### config.mk
export PLATFORM = sky130hd
export DESIGN_NAME = pacd_top
export DESIGN_NICKNAME = d
export VERILOG_FILES = /design/src/pacd_pkg.sv /design/src/pacd_top.sv /design/src/pacd_res_decode.sv /design/src/pacd_cap_decode.sv
export SDC_FILE = /design/constraint.sdc
export NUM_CORES = 1
export LEC_CHECK = 0
export ABC_AREA = 1
export BUFFER_PORTS_ARGS = -buffer_cell sky130_fd_sc_hd__buf_2
export CORE_ASPECT_RATIO = 1.75
export CORE_MARGIN = 10
export CORE_UTILIZATION = 50
export DETAILED_ROUTE_END_ITERATION = 12
export HOLD_SLACK_MARGIN = 0.05
export PLACE_DENSITY = 0.84
export SYNTH_ARGS = -nofsm -noshare
export SYNTH_HDL_FRONTEND = slang
export SYNTH_HIERARCHICAL = 1
export SYNTH_SLANG_ARGS = --single-unit
### constraint.sdc
create_clock -name REF_CLK -period 4 [get_ports REF_CLK]
set_clock_uncertainty 0.2 [all_clocks]
set_input_delay 0.2 -clock REF_CLK [delete_from_list [all_inputs] [get_ports REF_CLK]]
set_output_delay 0.2 -clock REF_CLK [all_outputs]
set_load 0.02 [all_outputs]
### src/pacd_pkg.sv
`default_nettype none
package pacd_pkg;
	// Register byte addresses (word aligned)
	localparam logic [3:0] ADDR_PUMP_CFG = 4'h0;
	localparam logic [3:0] ADDR_OSC_CFG = 4'h4;
	localparam logic [3:0] ADDR_FILT_CFG = 4'h8;
	localparam logic [3:0] ADDR_STATUS = 4'hC;
	// Pump config fields
	localparam int PUMP_SEL_LSB = 0;
	localparam int PUMP_POL_BIT = 3;
	localparam int PUMP1_HIZ_BIT = 4;
	localparam int PUMP2_HIZ_BIT = 5;
	// Oscillator / global config fields
	localparam int XTAL_EN_BIT = 0;
	localparam int AUX_OUT_BIT = 1;
	localparam int SLEEP_BIT = 2;
	localparam int DOUBLER_BIT = 3;
	localparam int GLOBAL_EN_BIT = 18;
	// Filter config fields
	localparam int RES3_LSB = 0;
	localparam int RES4_LSB = 4;
	localparam int CAP_LSB = 8;
	// Status fields
	localparam int ST_PUMP_BAD_BIT = 0;
	localparam int ST_RES_BAD_BIT = 1;
	localparam int ST_CAP_BAD_BIT = 2;
	localparam int ST_CLK_ON_BIT = 3;
	localparam int ST_PIN_BIT = 4;
	// Reset values
	localparam logic [2:0] PUMP_SEL_RST = 3'h2;
	localparam logic RST_ZERO = 1'b0;
	localparam logic GLOBAL_EN_RST = 1'b1;
	localparam logic [2:0] RES_RST = 3'h0;
	localparam logic [3:0] CAP_RST = 4'h0;
	// Decode limits
	localparam logic [2:0] PUMP_SEL_MIN = 3'h2;
	localparam logic [2:0] RES_MAX = 3'h4;
	localparam logic [3:0] CAP_MAX = 4'hB;
	localparam logic [31:0] BAD_ADDR_DATA = 32'hDEAD_BEEF;
	// Bus response state
	typedef enum logic [1:0] {
		PACD_IDLE = 2'b00,
		PACD_ACK = 2'b01,
		PACD_DONE = 2'b11
	} pacd_state_t;
endpackage
`default_nettype wire

### src/pacd_top.sv
// Contract
// - Pump current code 010..111 gives 20,80,25,50,100,400 uA; 000/001 reserved.
// - Polarity bit 0 selects negative slope, 1 positive slope oscillator.
// - Crystal amplifier on when bit is 1; software sets it for a crystal.
// - Auxiliary output enable bit resets to 0, port starts disabled.
// - Global clock enable at bit 18 resets to 1; 1 enables outputs.
// - Sleep bit 1 powers down all blocks, overriding every other control; here the pump polarity output and the filter values still follow their bits.
// - Doubler bit resets 0; 1 routes reference through doubler, bypassing divider.
// - Resistor codes: 000 small, 001..100 10..40 kohm, 101..111 invalid.
// - Capacitor code 0000..1011 select twelve pairs; 1100..1111 reserved.
// - Each pump has its own high impedance bit; 1 floats, 0 active.
//
// The register addresses and the Avalon-MM register port were chosen for this implementation.
`timescale 1ns/1ps
`default_nettype none
module pacd_top (
	input wire logic REF_CLK,
	input wire logic RST,
	input wire logic CE,
	input wire logic [3:0] AVS_ADDRESS,
	input wire logic AVS_READ,
	input wire logic AVS_WRITE,
	input wire logic [31:0] AVS_WRITEDATA,
	input wire logic [3:0] AVS_BYTEENABLE,
	output logic [31:0] AVS_READDATA,
	output logic AVS_WAITREQUEST,
	input wire logic OUTPUTS_ENABLE_PIN,
	output logic [8:0] PUMP1_CURRENT_UA,
	output logic PUMP1_POS_SLOPE,
	output logic PUMP1_HIZ,
	output logic PUMP2_HIZ,
	output logic CRYSTAL_AMP_ON,
	output logic AUX_OUT_ON,
	output logic CLOCK_OUTPUTS_ON,
	output logic CHIP_SLEEP,
	output logic REF_DOUBLER_ON,
	output logic REF_DIVIDER_BYPASS,
	output logic [15:0] THIRD_POLE_OHMS,
	output logic [15:0] FOURTH_POLE_OHMS,
	output logic [7:0] THIRD_POLE_PF,
	output logic [7:0] FOURTH_POLE_PF,
	output logic CONFIG_INVALID
);
	// Decode of pump current code; validity comes from a separate PUMP_SEL_MIN compare
	function automatic logic [8:0] pump_ua(input logic [2:0] sel);
		case (sel)
			3'h2: pump_ua = 9'h014;
			3'h3: pump_ua = 9'h050;
			3'h4: pump_ua = 9'h019;
			3'h5: pump_ua = 9'h032;
			3'h6: pump_ua = 9'h064;
			3'h7: pump_ua = 9'h190;
			default: pump_ua = 9'h000;
		endcase
	endfunction

	// Configuration fields
	logic [2:0] first_loop_pump_current_sel_q;
	logic first_loop_pump_polarity_q;
	logic first_pump_hiz_bit_q;
	logic second_pump_hiz_bit_q;
	logic crystal_amp_enable_q;
	logic aux_out_enable_q;
	logic chip_sleep_bit_q;
	logic ref_doubler_enable_q;
	logic global_enable_q;
	logic [2:0] third_pole_res_sel_q;
	logic [2:0] fourth_pole_res_sel_q;
	logic [3:0] pole_cap_pair_sel_q;
	// Pin synchroniser; first stage read only by the second
	logic pin_meta_q;
	logic pin_sync_q;
	// Bus state
	pacd_pkg::pacd_state_t state_q;
	pacd_pkg::pacd_state_t state_d;

	// Bus decode
	wire req = AVS_READ | AVS_WRITE;
	wire take = CE & (state_q == pacd_pkg::PACD_IDLE) & req;
	wire wr_pump = take & AVS_WRITE & (AVS_ADDRESS == pacd_pkg::ADDR_PUMP_CFG);
	wire wr_osc = take & AVS_WRITE & (AVS_ADDRESS == pacd_pkg::ADDR_OSC_CFG);
	wire wr_filt = take & AVS_WRITE & (AVS_ADDRESS == pacd_pkg::ADDR_FILT_CFG);
	wire be0 = AVS_BYTEENABLE[0];
	wire be1 = AVS_BYTEENABLE[1];
	wire be2 = AVS_BYTEENABLE[2];

	// Field decoders
	wire [15:0] r3_ohms;
	wire [15:0] r4_ohms;
	wire r3_ok;
	wire r4_ok;
	wire [7:0] c3_pf;
	wire [7:0] c4_pf;
	wire cap_ok;
	pacd_res_decode #(.BASE_OHM(16'h0258)) u_r3 (
		.code(third_pole_res_sel_q),
		.ohms(r3_ohms),
		.valid(r3_ok)
	);
	pacd_res_decode #(.BASE_OHM(16'h00C8)) u_r4 (
		.code(fourth_pole_res_sel_q),
		.ohms(r4_ohms),
		.valid(r4_ok)
	);
	pacd_cap_decode u_cap (
		.code(pole_cap_pair_sel_q),
		.c3_pf(c3_pf),
		.c4_pf(c4_pf),
		.valid(cap_ok)
	);

	// Combined controls; sleep forces pump current, clocks, amplifier, aux and doubler off, pumps floating
	wire awake = ~chip_sleep_bit_q;
	wire pump_ok = (first_loop_pump_current_sel_q >= pacd_pkg::PUMP_SEL_MIN);
	wire [8:0] pump_cur = awake ? pump_ua(first_loop_pump_current_sel_q) : 9'h000;
	wire clk_on = awake & global_enable_q & pin_sync_q;
	// Pump floats in sleep too, so the loop filter is not driven
	wire hiz1 = first_pump_hiz_bit_q | chip_sleep_bit_q;
	wire hiz2 = second_pump_hiz_bit_q | chip_sleep_bit_q;
	wire dbl_on = awake & ref_doubler_enable_q;
	wire res_bad = ~(r3_ok & r4_ok);

	// Read mux; unmapped addresses return a marker word
	wire [31:0] rd_pump = {26'h0, second_pump_hiz_bit_q, first_pump_hiz_bit_q,
		first_loop_pump_polarity_q, first_loop_pump_current_sel_q};
	wire [31:0] rd_osc = {13'h0, global_enable_q, 14'h0, ref_doubler_enable_q,
		chip_sleep_bit_q, aux_out_enable_q, crystal_amp_enable_q};
	wire [31:0] rd_filt = {20'h0, pole_cap_pair_sel_q, 1'b0, fourth_pole_res_sel_q,
		1'b0, third_pole_res_sel_q};
	wire [31:0] rd_stat = {27'h0, pin_sync_q, clk_on, ~cap_ok, res_bad, ~pump_ok};
	wire [31:0] rd_mux = (AVS_ADDRESS == pacd_pkg::ADDR_PUMP_CFG) ? rd_pump :
		(AVS_ADDRESS == pacd_pkg::ADDR_OSC_CFG) ? rd_osc :
		(AVS_ADDRESS == pacd_pkg::ADDR_FILT_CFG) ? rd_filt :
		(AVS_ADDRESS == pacd_pkg::ADDR_STATUS) ? rd_stat : pacd_pkg::BAD_ADDR_DATA;

	// Response sequencing: take, then drop waitrequest one cycle
	always_comb begin
		case (state_q)
			pacd_pkg::PACD_IDLE: state_d = take ? pacd_pkg::PACD_ACK : pacd_pkg::PACD_IDLE;
			pacd_pkg::PACD_ACK: state_d = pacd_pkg::PACD_DONE;
			pacd_pkg::PACD_DONE: state_d = pacd_pkg::PACD_IDLE;
			default: state_d = pacd_pkg::PACD_IDLE;
		endcase
	end

	always_ff @(posedge REF_CLK) begin
		if (RST) begin
			state_q <= pacd_pkg::PACD_IDLE;
		end else if (CE) begin
			state_q <= state_d;
		end
	end

	// Waitrequest low only in ACK, with read data held there
	always_ff @(posedge REF_CLK) begin
		if (RST) begin
			AVS_WAITREQUEST <= 1'b1;
			AVS_READDATA <= 32'h0000_0000;
		end else if (CE) begin
			AVS_WAITREQUEST <= ~(state_d == pacd_pkg::PACD_ACK);
			AVS_READDATA <= take ? rd_mux : AVS_READDATA;
		end
	end

	// Pin passes two flops before use
	always_ff @(posedge REF_CLK) begin
		if (RST) begin
			pin_meta_q <= 1'b0;
			pin_sync_q <= 1'b0;
		end else if (CE) begin
			pin_meta_q <= OUTPUTS_ENABLE_PIN;
			pin_sync_q <= pin_meta_q;
		end
	end

	// Pump register; write applies at the take edge
	always_ff @(posedge REF_CLK) begin
		if (RST) begin
			first_loop_pump_current_sel_q <= pacd_pkg::PUMP_SEL_RST;
			first_loop_pump_polarity_q <= pacd_pkg::RST_ZERO;
			first_pump_hiz_bit_q <= pacd_pkg::RST_ZERO;
			second_pump_hiz_bit_q <= pacd_pkg::RST_ZERO;
		end else if (wr_pump & be0) begin
			first_loop_pump_current_sel_q <= AVS_WRITEDATA[pacd_pkg::PUMP_SEL_LSB +: 3];
			first_loop_pump_polarity_q <= AVS_WRITEDATA[pacd_pkg::PUMP_POL_BIT];
			first_pump_hiz_bit_q <= AVS_WRITEDATA[pacd_pkg::PUMP1_HIZ_BIT];
			second_pump_hiz_bit_q <= AVS_WRITEDATA[pacd_pkg::PUMP2_HIZ_BIT];
		end
	end

	// Oscillator and global register
	always_ff @(posedge REF_CLK) begin
		if (RST) begin
			crystal_amp_enable_q <= pacd_pkg::RST_ZERO;
			aux_out_enable_q <= pacd_pkg::RST_ZERO;
			chip_sleep_bit_q <= pacd_pkg::RST_ZERO;
			ref_doubler_enable_q <= pacd_pkg::RST_ZERO;
			global_enable_q <= pacd_pkg::GLOBAL_EN_RST;
		end else if (wr_osc) begin
			if (be0) begin
				crystal_amp_enable_q <= AVS_WRITEDATA[pacd_pkg::XTAL_EN_BIT];
				aux_out_enable_q <= AVS_WRITEDATA[pacd_pkg::AUX_OUT_BIT];
				chip_sleep_bit_q <= AVS_WRITEDATA[pacd_pkg::SLEEP_BIT];
				ref_doubler_enable_q <= AVS_WRITEDATA[pacd_pkg::DOUBLER_BIT];
			end
			if (be2) begin
				global_enable_q <= AVS_WRITEDATA[pacd_pkg::GLOBAL_EN_BIT];
			end
		end
	end

	// Filter register; invalid codes stored but flagged
	always_ff @(posedge REF_CLK) begin
		if (RST) begin
			third_pole_res_sel_q <= pacd_pkg::RES_RST;
			fourth_pole_res_sel_q <= pacd_pkg::RES_RST;
			pole_cap_pair_sel_q <= pacd_pkg::CAP_RST;
		end else if (wr_filt) begin
			if (be0) begin
				third_pole_res_sel_q <= AVS_WRITEDATA[pacd_pkg::RES3_LSB +: 3];
				fourth_pole_res_sel_q <= AVS_WRITEDATA[pacd_pkg::RES4_LSB +: 3];
			end
			if (be1) begin
				pole_cap_pair_sel_q <= AVS_WRITEDATA[pacd_pkg::CAP_LSB +: 4];
			end
		end
	end

	// Registered analog controls
	always_ff @(posedge REF_CLK) begin
		if (RST) begin
			PUMP1_CURRENT_UA <= 9'h000;
			PUMP1_POS_SLOPE <= 1'b0;
			PUMP1_HIZ <= 1'b0;
			PUMP2_HIZ <= 1'b0;
			CRYSTAL_AMP_ON <= 1'b0;
			AUX_OUT_ON <= 1'b0;
			CLOCK_OUTPUTS_ON <= 1'b0;
			CHIP_SLEEP <= 1'b0;
			REF_DOUBLER_ON <= 1'b0;
			REF_DIVIDER_BYPASS <= 1'b0;
		end else if (CE) begin
			PUMP1_CURRENT_UA <= pump_cur;
			PUMP1_POS_SLOPE <= first_loop_pump_polarity_q;
			PUMP1_HIZ <= hiz1;
			PUMP2_HIZ <= hiz2;
			CRYSTAL_AMP_ON <= awake & crystal_amp_enable_q;
			AUX_OUT_ON <= awake & aux_out_enable_q;
			CLOCK_OUTPUTS_ON <= clk_on;
			CHIP_SLEEP <= chip_sleep_bit_q;
			REF_DOUBLER_ON <= dbl_on;
			REF_DIVIDER_BYPASS <= dbl_on;
		end
	end

	// Registered filter values and combined validity flag
	always_ff @(posedge REF_CLK) begin
		if (RST) begin
			THIRD_POLE_OHMS <= 16'h0000;
			FOURTH_POLE_OHMS <= 16'h0000;
			THIRD_POLE_PF <= 8'h00;
			FOURTH_POLE_PF <= 8'h00;
			CONFIG_INVALID <= 1'b0;
		end else if (CE) begin
			THIRD_POLE_OHMS <= r3_ohms;
			FOURTH_POLE_OHMS <= r4_ohms;
			THIRD_POLE_PF <= c3_pf;
			FOURTH_POLE_PF <= c4_pf;
			CONFIG_INVALID <= ~pump_ok | res_bad | ~cap_ok;
		end
	end
endmodule
`default_nettype wire

### src/pacd_res_decode.sv
`timescale 1ns/1ps
`default_nettype none
// Resistor code to ohms; base is the code 000 value
module pacd_res_decode #(
	parameter logic [15:0] BASE_OHM = 16'h0258
) (
	input wire logic [2:0] code,
	output logic [15:0] ohms,
	output logic valid
);
	// Codes 001..100 step by 10 kilohm; upper codes flagged
	assign valid = (code <= pacd_pkg::RES_MAX);
	assign ohms = (code == 3'h0) ? BASE_OHM :
		valid ? 16'(code * 16'h2710) : 16'h0000;
endmodule
`default_nettype wire

### src/pacd_cap_decode.sv
`timescale 1ns/1ps
`default_nettype none
// Capacitor pair code to third/fourth pole picofarads
module pacd_cap_decode (
	input wire logic [3:0] code,
	output logic [7:0] c3_pf,
	output logic [7:0] c4_pf,
	output logic valid
);
	// Table lookup; reserved codes give zero and invalid
	assign valid = (code <= pacd_pkg::CAP_MAX);
	always_comb begin
		case (code)
			4'h0: {c3_pf, c4_pf} = {8'h00, 8'h0A};
			4'h1: {c3_pf, c4_pf} = {8'h00, 8'h3C};
			4'h2: {c3_pf, c4_pf} = {8'h32, 8'h0A};
			4'h3: {c3_pf, c4_pf} = {8'h00, 8'h6E};
			4'h4: {c3_pf, c4_pf} = {8'h32, 8'h6E};
			4'h5: {c3_pf, c4_pf} = {8'h64, 8'h6E};
			4'h6: {c3_pf, c4_pf} = {8'h00, 8'hA0};
			4'h7: {c3_pf, c4_pf} = {8'h32, 8'hA0};
			4'h8: {c3_pf, c4_pf} = {8'h64, 8'h0A};
			4'h9: {c3_pf, c4_pf} = {8'h64, 8'h3C};
			4'hA: {c3_pf, c4_pf} = {8'h96, 8'h6E};
			4'hB: {c3_pf, c4_pf} = {8'h96, 8'h3C};
			default: {c3_pf, c4_pf} = {8'h00, 8'h00};
		endcase
	end
endmodule
`default_nettype wire

==> qor.txt, run 1 <==
Worst hold path cell count - 4
Number of antenna violations at the first check in global routing - 0
Setup_tns - 0 ns
Number of synthesized flops with an enable pin - 0
Final WL - 13,800 um
Vias - 4,849
#FFs+latches synth - 103
CP most frequent cell - dlygate4sd3_1
Nets - 900
Leak pwr - 3.00 nW
Period utilization - 0.669
Final min period - 2.68 ns
Post-Syn Area - 5310 um2
Setup violators final - 0
Final core occ - 0.600
Synth warnings - 6
Largest net degree at the start of global routing - 64
Largest stage delay, worst path - 0.57 ns
Slew margin rel. - 0.447
Crit Path Category - input pin to flip-flop
Die ar. - 15,300 um2
Number of global-route vias before repair - 4,622
Antenna diodes - 0
CP max stage cell - dlygate4sd3_1
Pwr Density - 389 nW/um2
Row count - 49
RSZ-0062 raised after global routing - no
Top Ports - 146
F_max - 374 MHz
Seq/Total Area, Yosys - 0.388
DP Wirelength - 9940 um
Placer Congestion - 0.876
Initial DRC count - 432
Crit. End Element - flip-flop
Area share of the largest cell type after synthesis - 0.388
Area leader, netlist - dfxtp_1
CP Max Fanout - 10
Synthesized instance count - 739
Clk_lat worst skew - 0.35 ns
First-pass GRT wire length - 22,400 um
GR Util All Layers - 0.174
H-tree Lvls - 3
Area Overhead vs Synth - 17.0%
Syn avg cell area - 7.19 um2
Final Hold Fails - 0
Routed Antenna Nets - 0
Via/cell ratio - 5.04
Crit path launch type - input pin
Total core area - 10,400 um2
I/O Buffers - 118
CTS tree - yes
Crit path required time - 4.10 ns
Max-slew violations - 0
Reg2Reg Depth - 7
Cell chain of the critical path - dlygate4sd3_1 -> buf_2 -> inv_4 -> nor2_1 -> nand2_1 -> inv_1 -> nand4_1 -> dlygate4sd3_1 -> nand3_1 -> dlygate4sd3_1
Layout cells sized above 1 - 0.213
Peak supply drop - 0.316 mV
Outcome - completed
Post-synth ARST share - 0
Die Span Y - 156 um
Synth Flop Type - dfxtp_1
Initial Utilization - 0.513
CTS Buf Count - 9
WL/cell - 14.3 um
Actual slew at the worst max-slew pin - 0.828 ns
Post-synth cell types - 35
Clock Sinks - 103
Top post-synthesis cells by area - dfxtp_1 39%, nor2_1 13%, nand2_1 8.1%, o21ai_0 6.0%, buf_4 5.7%
Die width - 97.9 um
CTS Root Cell - clkbuf_16
Most frequent cells after synthesis - 185 x nor2_1, 115 x nand2_1, 103 x dfxtp_1, 64 x o21ai_0, 43 x inv_1
Hold Path Class - input pin to flip-flop
Cell with the most instances after synthesis - nor2_1
Max_cap viols - 0
DRC Markers - 0
GRT overflow - 0
Worst EP arrival - 2.77 ns
Clock tree buffer depth - 2
DRT Pass-1 Iters - 5
Cts repair resizes - 0
Clock transition at the registers of the reported paths - 0.07 ns
## power breakdown
group / switching (W) / internal (W) / total (W)
combinational: 0.000226 / 0.000102 / 0.000328
sequential: 0.0000254 / 0.00107 / 0.00110
clock: 0.000386 / 0.000607 / 0.000993
total: 0.000637 / 0.00178 / 0.00242
## flip-flops by register name, summed over array words and instances, names as in the netlist, 2 cells and up
name	flops
THIRD_POLE_PF	8
THIRD_POLE_OHMS	16
pole_cap_pair_sel_q	4
state_q	2
FOURTH_POLE_PF	8
PUMP1_CURRENT_UA	7
third_pole_res_sel_q	3
fourth_pole_res_sel_q	3
FOURTH_POLE_OHMS	16
AVS_READDATA	13
first_loop_pump_current_sel_q	3
## cell usage in the layout, fill, tap and decap left out, drive strengths merged, types with 3 or more instances in the layout
cell type / count
clkbuf: 9
buf: 122
nand3b: 4
fa: 6
nor2: 198
nand2: 122
ha: 17
a21oi: 30
nand3: 24
nand4: 26
dlygate4sd3: 19
inv: 56
bufinv: 3
dfxtp: 103
o21ai: 68
conb: 16
## kinds of logic after synthesis
group | count (synthesis) | share of synthesized area
XOR/XNOR | 4 | 0.00660
AND/OR/NAND/NOR | 375 | 0.315
flip-flops | 103 | 0.388
other | 4 | 0.00283
AO/OA/AOI/OAI | 102 | 0.0999
buffers and inverters | 128 | 0.125
adder cells (fa/ha/maj) | 23 | 0.0627
## final cells by class
class	instances	area [um2]
clock buffers	9	225
clock inverters	6	110
fillers	965	4150
inverters	56	213
multi-input cells	520	2630
flip-flops and latches	103	2060
well taps	127	159
repair buffers	141	811
## metal layers
layer  GRT usage  share of wire  vias to the layer above
met5           0              0                        -
li1            -              -                     2473
met4      0.0668          0.020                        0
met2       0.313           0.52                      156
met3      0.0481          0.071                       21
met1       0.189           0.38                     2199
## worst max-delay path: cells and delay by family
kind | cells | cell delay [ns]
buffers and inverters | 6 | 2.16
and+or+nand+nor | 4 | 0.41
## through the flow
stage	worst slack [ns]	hold WS [ns]	power [W]	cells	cell area [um2]
2_1_floorplan	1.73	0.113	0.00136	751	5360
3_3_place_gp	1.61	0.229	0.00143	928	5690
3_5_place_dp	1.54	0.235	0.00144	928	5690
4_1_cts	1.33	0.0719	0.00244	962	6210
5_1_grt	1.17	0.106	0.00252	962	6210
6_report	1.32	0.0739	0.00242	962	6210
## worst paths after layout
| kind | from | to | slack [ns] |
|---|---|---|---|
| hold reg to reg | AUX_OUT_ON | AUX_OUT_ON | 0.26 |
| setup / recovery | AVS_ADDRESS[2] | global_enable_q | 1.32 |
| setup reg to reg | state_q[1] | global_enable_q | 1.34 |
| hold / removal | CE | REF_DIVIDER_BYPASS | 0.07 |
## repair_timing
action                    4_1_cts  5_1_grt
hold endpoints to repair       32        0
hold buffers                   19        0
buffers inserted                0        0
Note: power is estimated with default switching activity, not from simulation.
==> inputs of run 2 (changes only) <==
Clock period 4 ns to 2.5 ns, I/O delays scaled along.
==> qor.txt, run 2 (synthesized netlist as in run 1, its figures left out) <==
Final WL - 13,500 um (-2.1%)
Filler cells - 950 (-1.6%)
Crit. End Element - flip-flop
Crit Path Category - input pin to flip-flop
First-pass GRT wire length - 21,800 um (-2.6%)
Outcome - completed
Final Non-Filler Cells - 972 (+1.0%)
Setup_tns - 0 ns (unchanged)
Max_cap viols - 0 (unchanged)
Crit path required time - 2.59 ns (-1.51 ns)
Setup violators final - 0 (unchanged)
CTS Buf Count - 9 (unchanged)
I/O Buffers - 118 (unchanged)
Peak supply drop - 0.479 mV (+52%)
Area Overhead vs Synth - 17.8%
Most common cell after layout, fill and taps aside - nor2_1
Vias - 4,853 (+0.082%)
Period utilization - 0.939
Clock Sinks - 103 (unchanged)
Layout cells sized above 1 - 0.217 (+0.00339)
Die ar. - 15,300 um2 (unchanged)
F_max - 426 MHz
Number of global-route vias before repair - 4,609 (-0.28%)
DRT Pass-1 Iters - 5 (unchanged)
Worst EP arrival - 2.44 ns (-0.33 ns)
Via/cell ratio - 4.99 (-0.95%)
Clock transition at the registers of the reported paths - 0.07 ns (about the same)
Total core area - 10,400 um2 (unchanged)
Final Hold Fails - 0 (unchanged)
Actual slew at the worst max-slew pin - 0.524 ns (-0.303 ns)
Clock tree buffer depth - 2 (unchanged)
GRT overflow - 0 (unchanged)
Final min period - 2.35 ns
RSZ-0062 raised after global routing - no
Routed Antenna Nets - 0 (unchanged)
GR Util All Layers - 0.170 (-0.00408)
Nets - 910 (+1.1%)
CP Max Fanout - 10 (unchanged)
Hold Path Class - input pin to flip-flop
Initial DRC count - 366 (-15%)
Crit path launch type - input pin
Largest net degree at the start of global routing - 57 (-11%)
Max-slew violations - 0 (unchanged)
WL/cell - 13.9 um (-3.1%)
H-tree Lvls - 3 (unchanged)
Die width - 97.9 um (unchanged)
Top Registers - FOURTH_POLE_OHMS (16), THIRD_POLE_OHMS (16), AVS_READDATA (13)
CTS tree - yes
DP Wirelength - 9870 um (-0.73%)
DRC Markers - 0 (unchanged)
Clk_lat worst skew - 0.35 ns (about the same)
Die Span Y - 156 um (unchanged)
Placer Congestion - 0.891 (+1.7%)
Cts repair resizes - 0 (unchanged)
Commonest non-fill, non-tap cells in the layout - 185 x nor2_1, 118 x buf_2, 115 x nand2_1
Row count - 49 (unchanged)
Initial Utilization - 0.513 (unchanged)
Leak pwr - 3.02 nW (+0.99%)
Cells after DPL - 933 (+0.54%)
Slew margin rel. - 0.650 (+0.203)
Pwr Density - 578 nW/um2 (+48%)
Top Ports - 146 (unchanged)
CTS Root Cell - clkbuf_16
Antenna diodes - 0 (unchanged)
Number of antenna violations at the first check in global routing - 0 (unchanged)
==> run 2: cell types whose count changed in the layout (fill, tap and decap cells not counted), sizes merged <==
cell,previous run,this run
clkinvlp,2,0
dlygate4sd3,19,24
inv,56,60
clkinv,1,2
buf,122,127
bufinv,3,0
==> run 2: critical path, stage by stage <==
cell,delay [ns]
dlygate4sd3_1,0.54
buf_2,0.18
inv_4,0.13
nand2_1,0.07
nor2_2,0.33
buf_4,0.22
nand3_2,0.11
a21oi_1,0.18
dlygate4sd3_1,0.56
==> run 2: layer usage <==
| layer | vias up | part of all wire | track usage |
|---|---|---|---|
| met5 | - | 0 | 0 |
| met4 | 0 | 0.033 | 0.0883 |
| met3 | 32 | 0.070 | 0.0423 |
| met2 | 154 | 0.52 | 0.309 |
| met1 | 2172 | 0.38 | 0.176 |
| li1 | 2495 | - | - |
==> run 2: through the flow <==
| step | setup slack (ns) | hold slack (ns) | utilization | cell area (um2) | total power, W |
|---|---|---|---|---|---|
| finish | 0.154 | 0.0688 | 0.604 | 6250 | 0.00362 |
| floorplan | 0.232 | 0.0382 | - | 5360 | 0.00218 |
| global route | 0.00910 | 0.105 | 0.604 | 6250 | 0.00377 |
| global placement | 0.344 | 0.147 | 0.554 | 5740 | 0.00229 |
| detailed placement | 0.281 | 0.147 | 0.554 | 5740 | 0.00230 |
| CTS | 0.206 | 0.0563 | 0.604 | 6250 | 0.00366 |
==> run 2: path summary, 6_finish.rpt <==
path,startpoint,to,slack [ns],depth (start not counted)
worst max register to register,third_pole_res_sel_q[0],THIRD_POLE_OHMS[12],0.27,7
worst max-delay path,AVS_ADDRESS[2],pole_cap_pair_sel_q[2],0.15,9
worst min-delay path,AVS_READ,state_q[0],0.07,5
worst min register to register,AVS_READDATA[3],AVS_READDATA[3],0.26,2
==> run 2: report_power, final <==
group | total [W] | internal (W) | switching, W | leakage, nW
combinational | 0.000530 | 0.000170 | 0.000360 | 2.04
sequential | 0.00175 | 0.00172 | 0.0000394 | 0.845
clock | 0.00133 | 0.000688 | 0.000643 | 0.137
==> run 2: final cells by class <==
cell class / instances / area, um2 / area share
clock inverter: 6 / 52.6 / 0.00840
sequential: 103 / 2060 / 0.330
clock buffer: 9 / 225 / 0.0360
inverter: 56 / 213 / 0.0340
timing repair buffer: 151 / 911 / 0.146
multi-input combinational: 520 / 2630 / 0.421
tap: 127 / 159 / 0.0254
==> run 2: repair_timing <==
action	4_1_cts	5_1_grt
buffers inserted	0	0
hold buffers	24	0
hold endpoints to repair	49	0
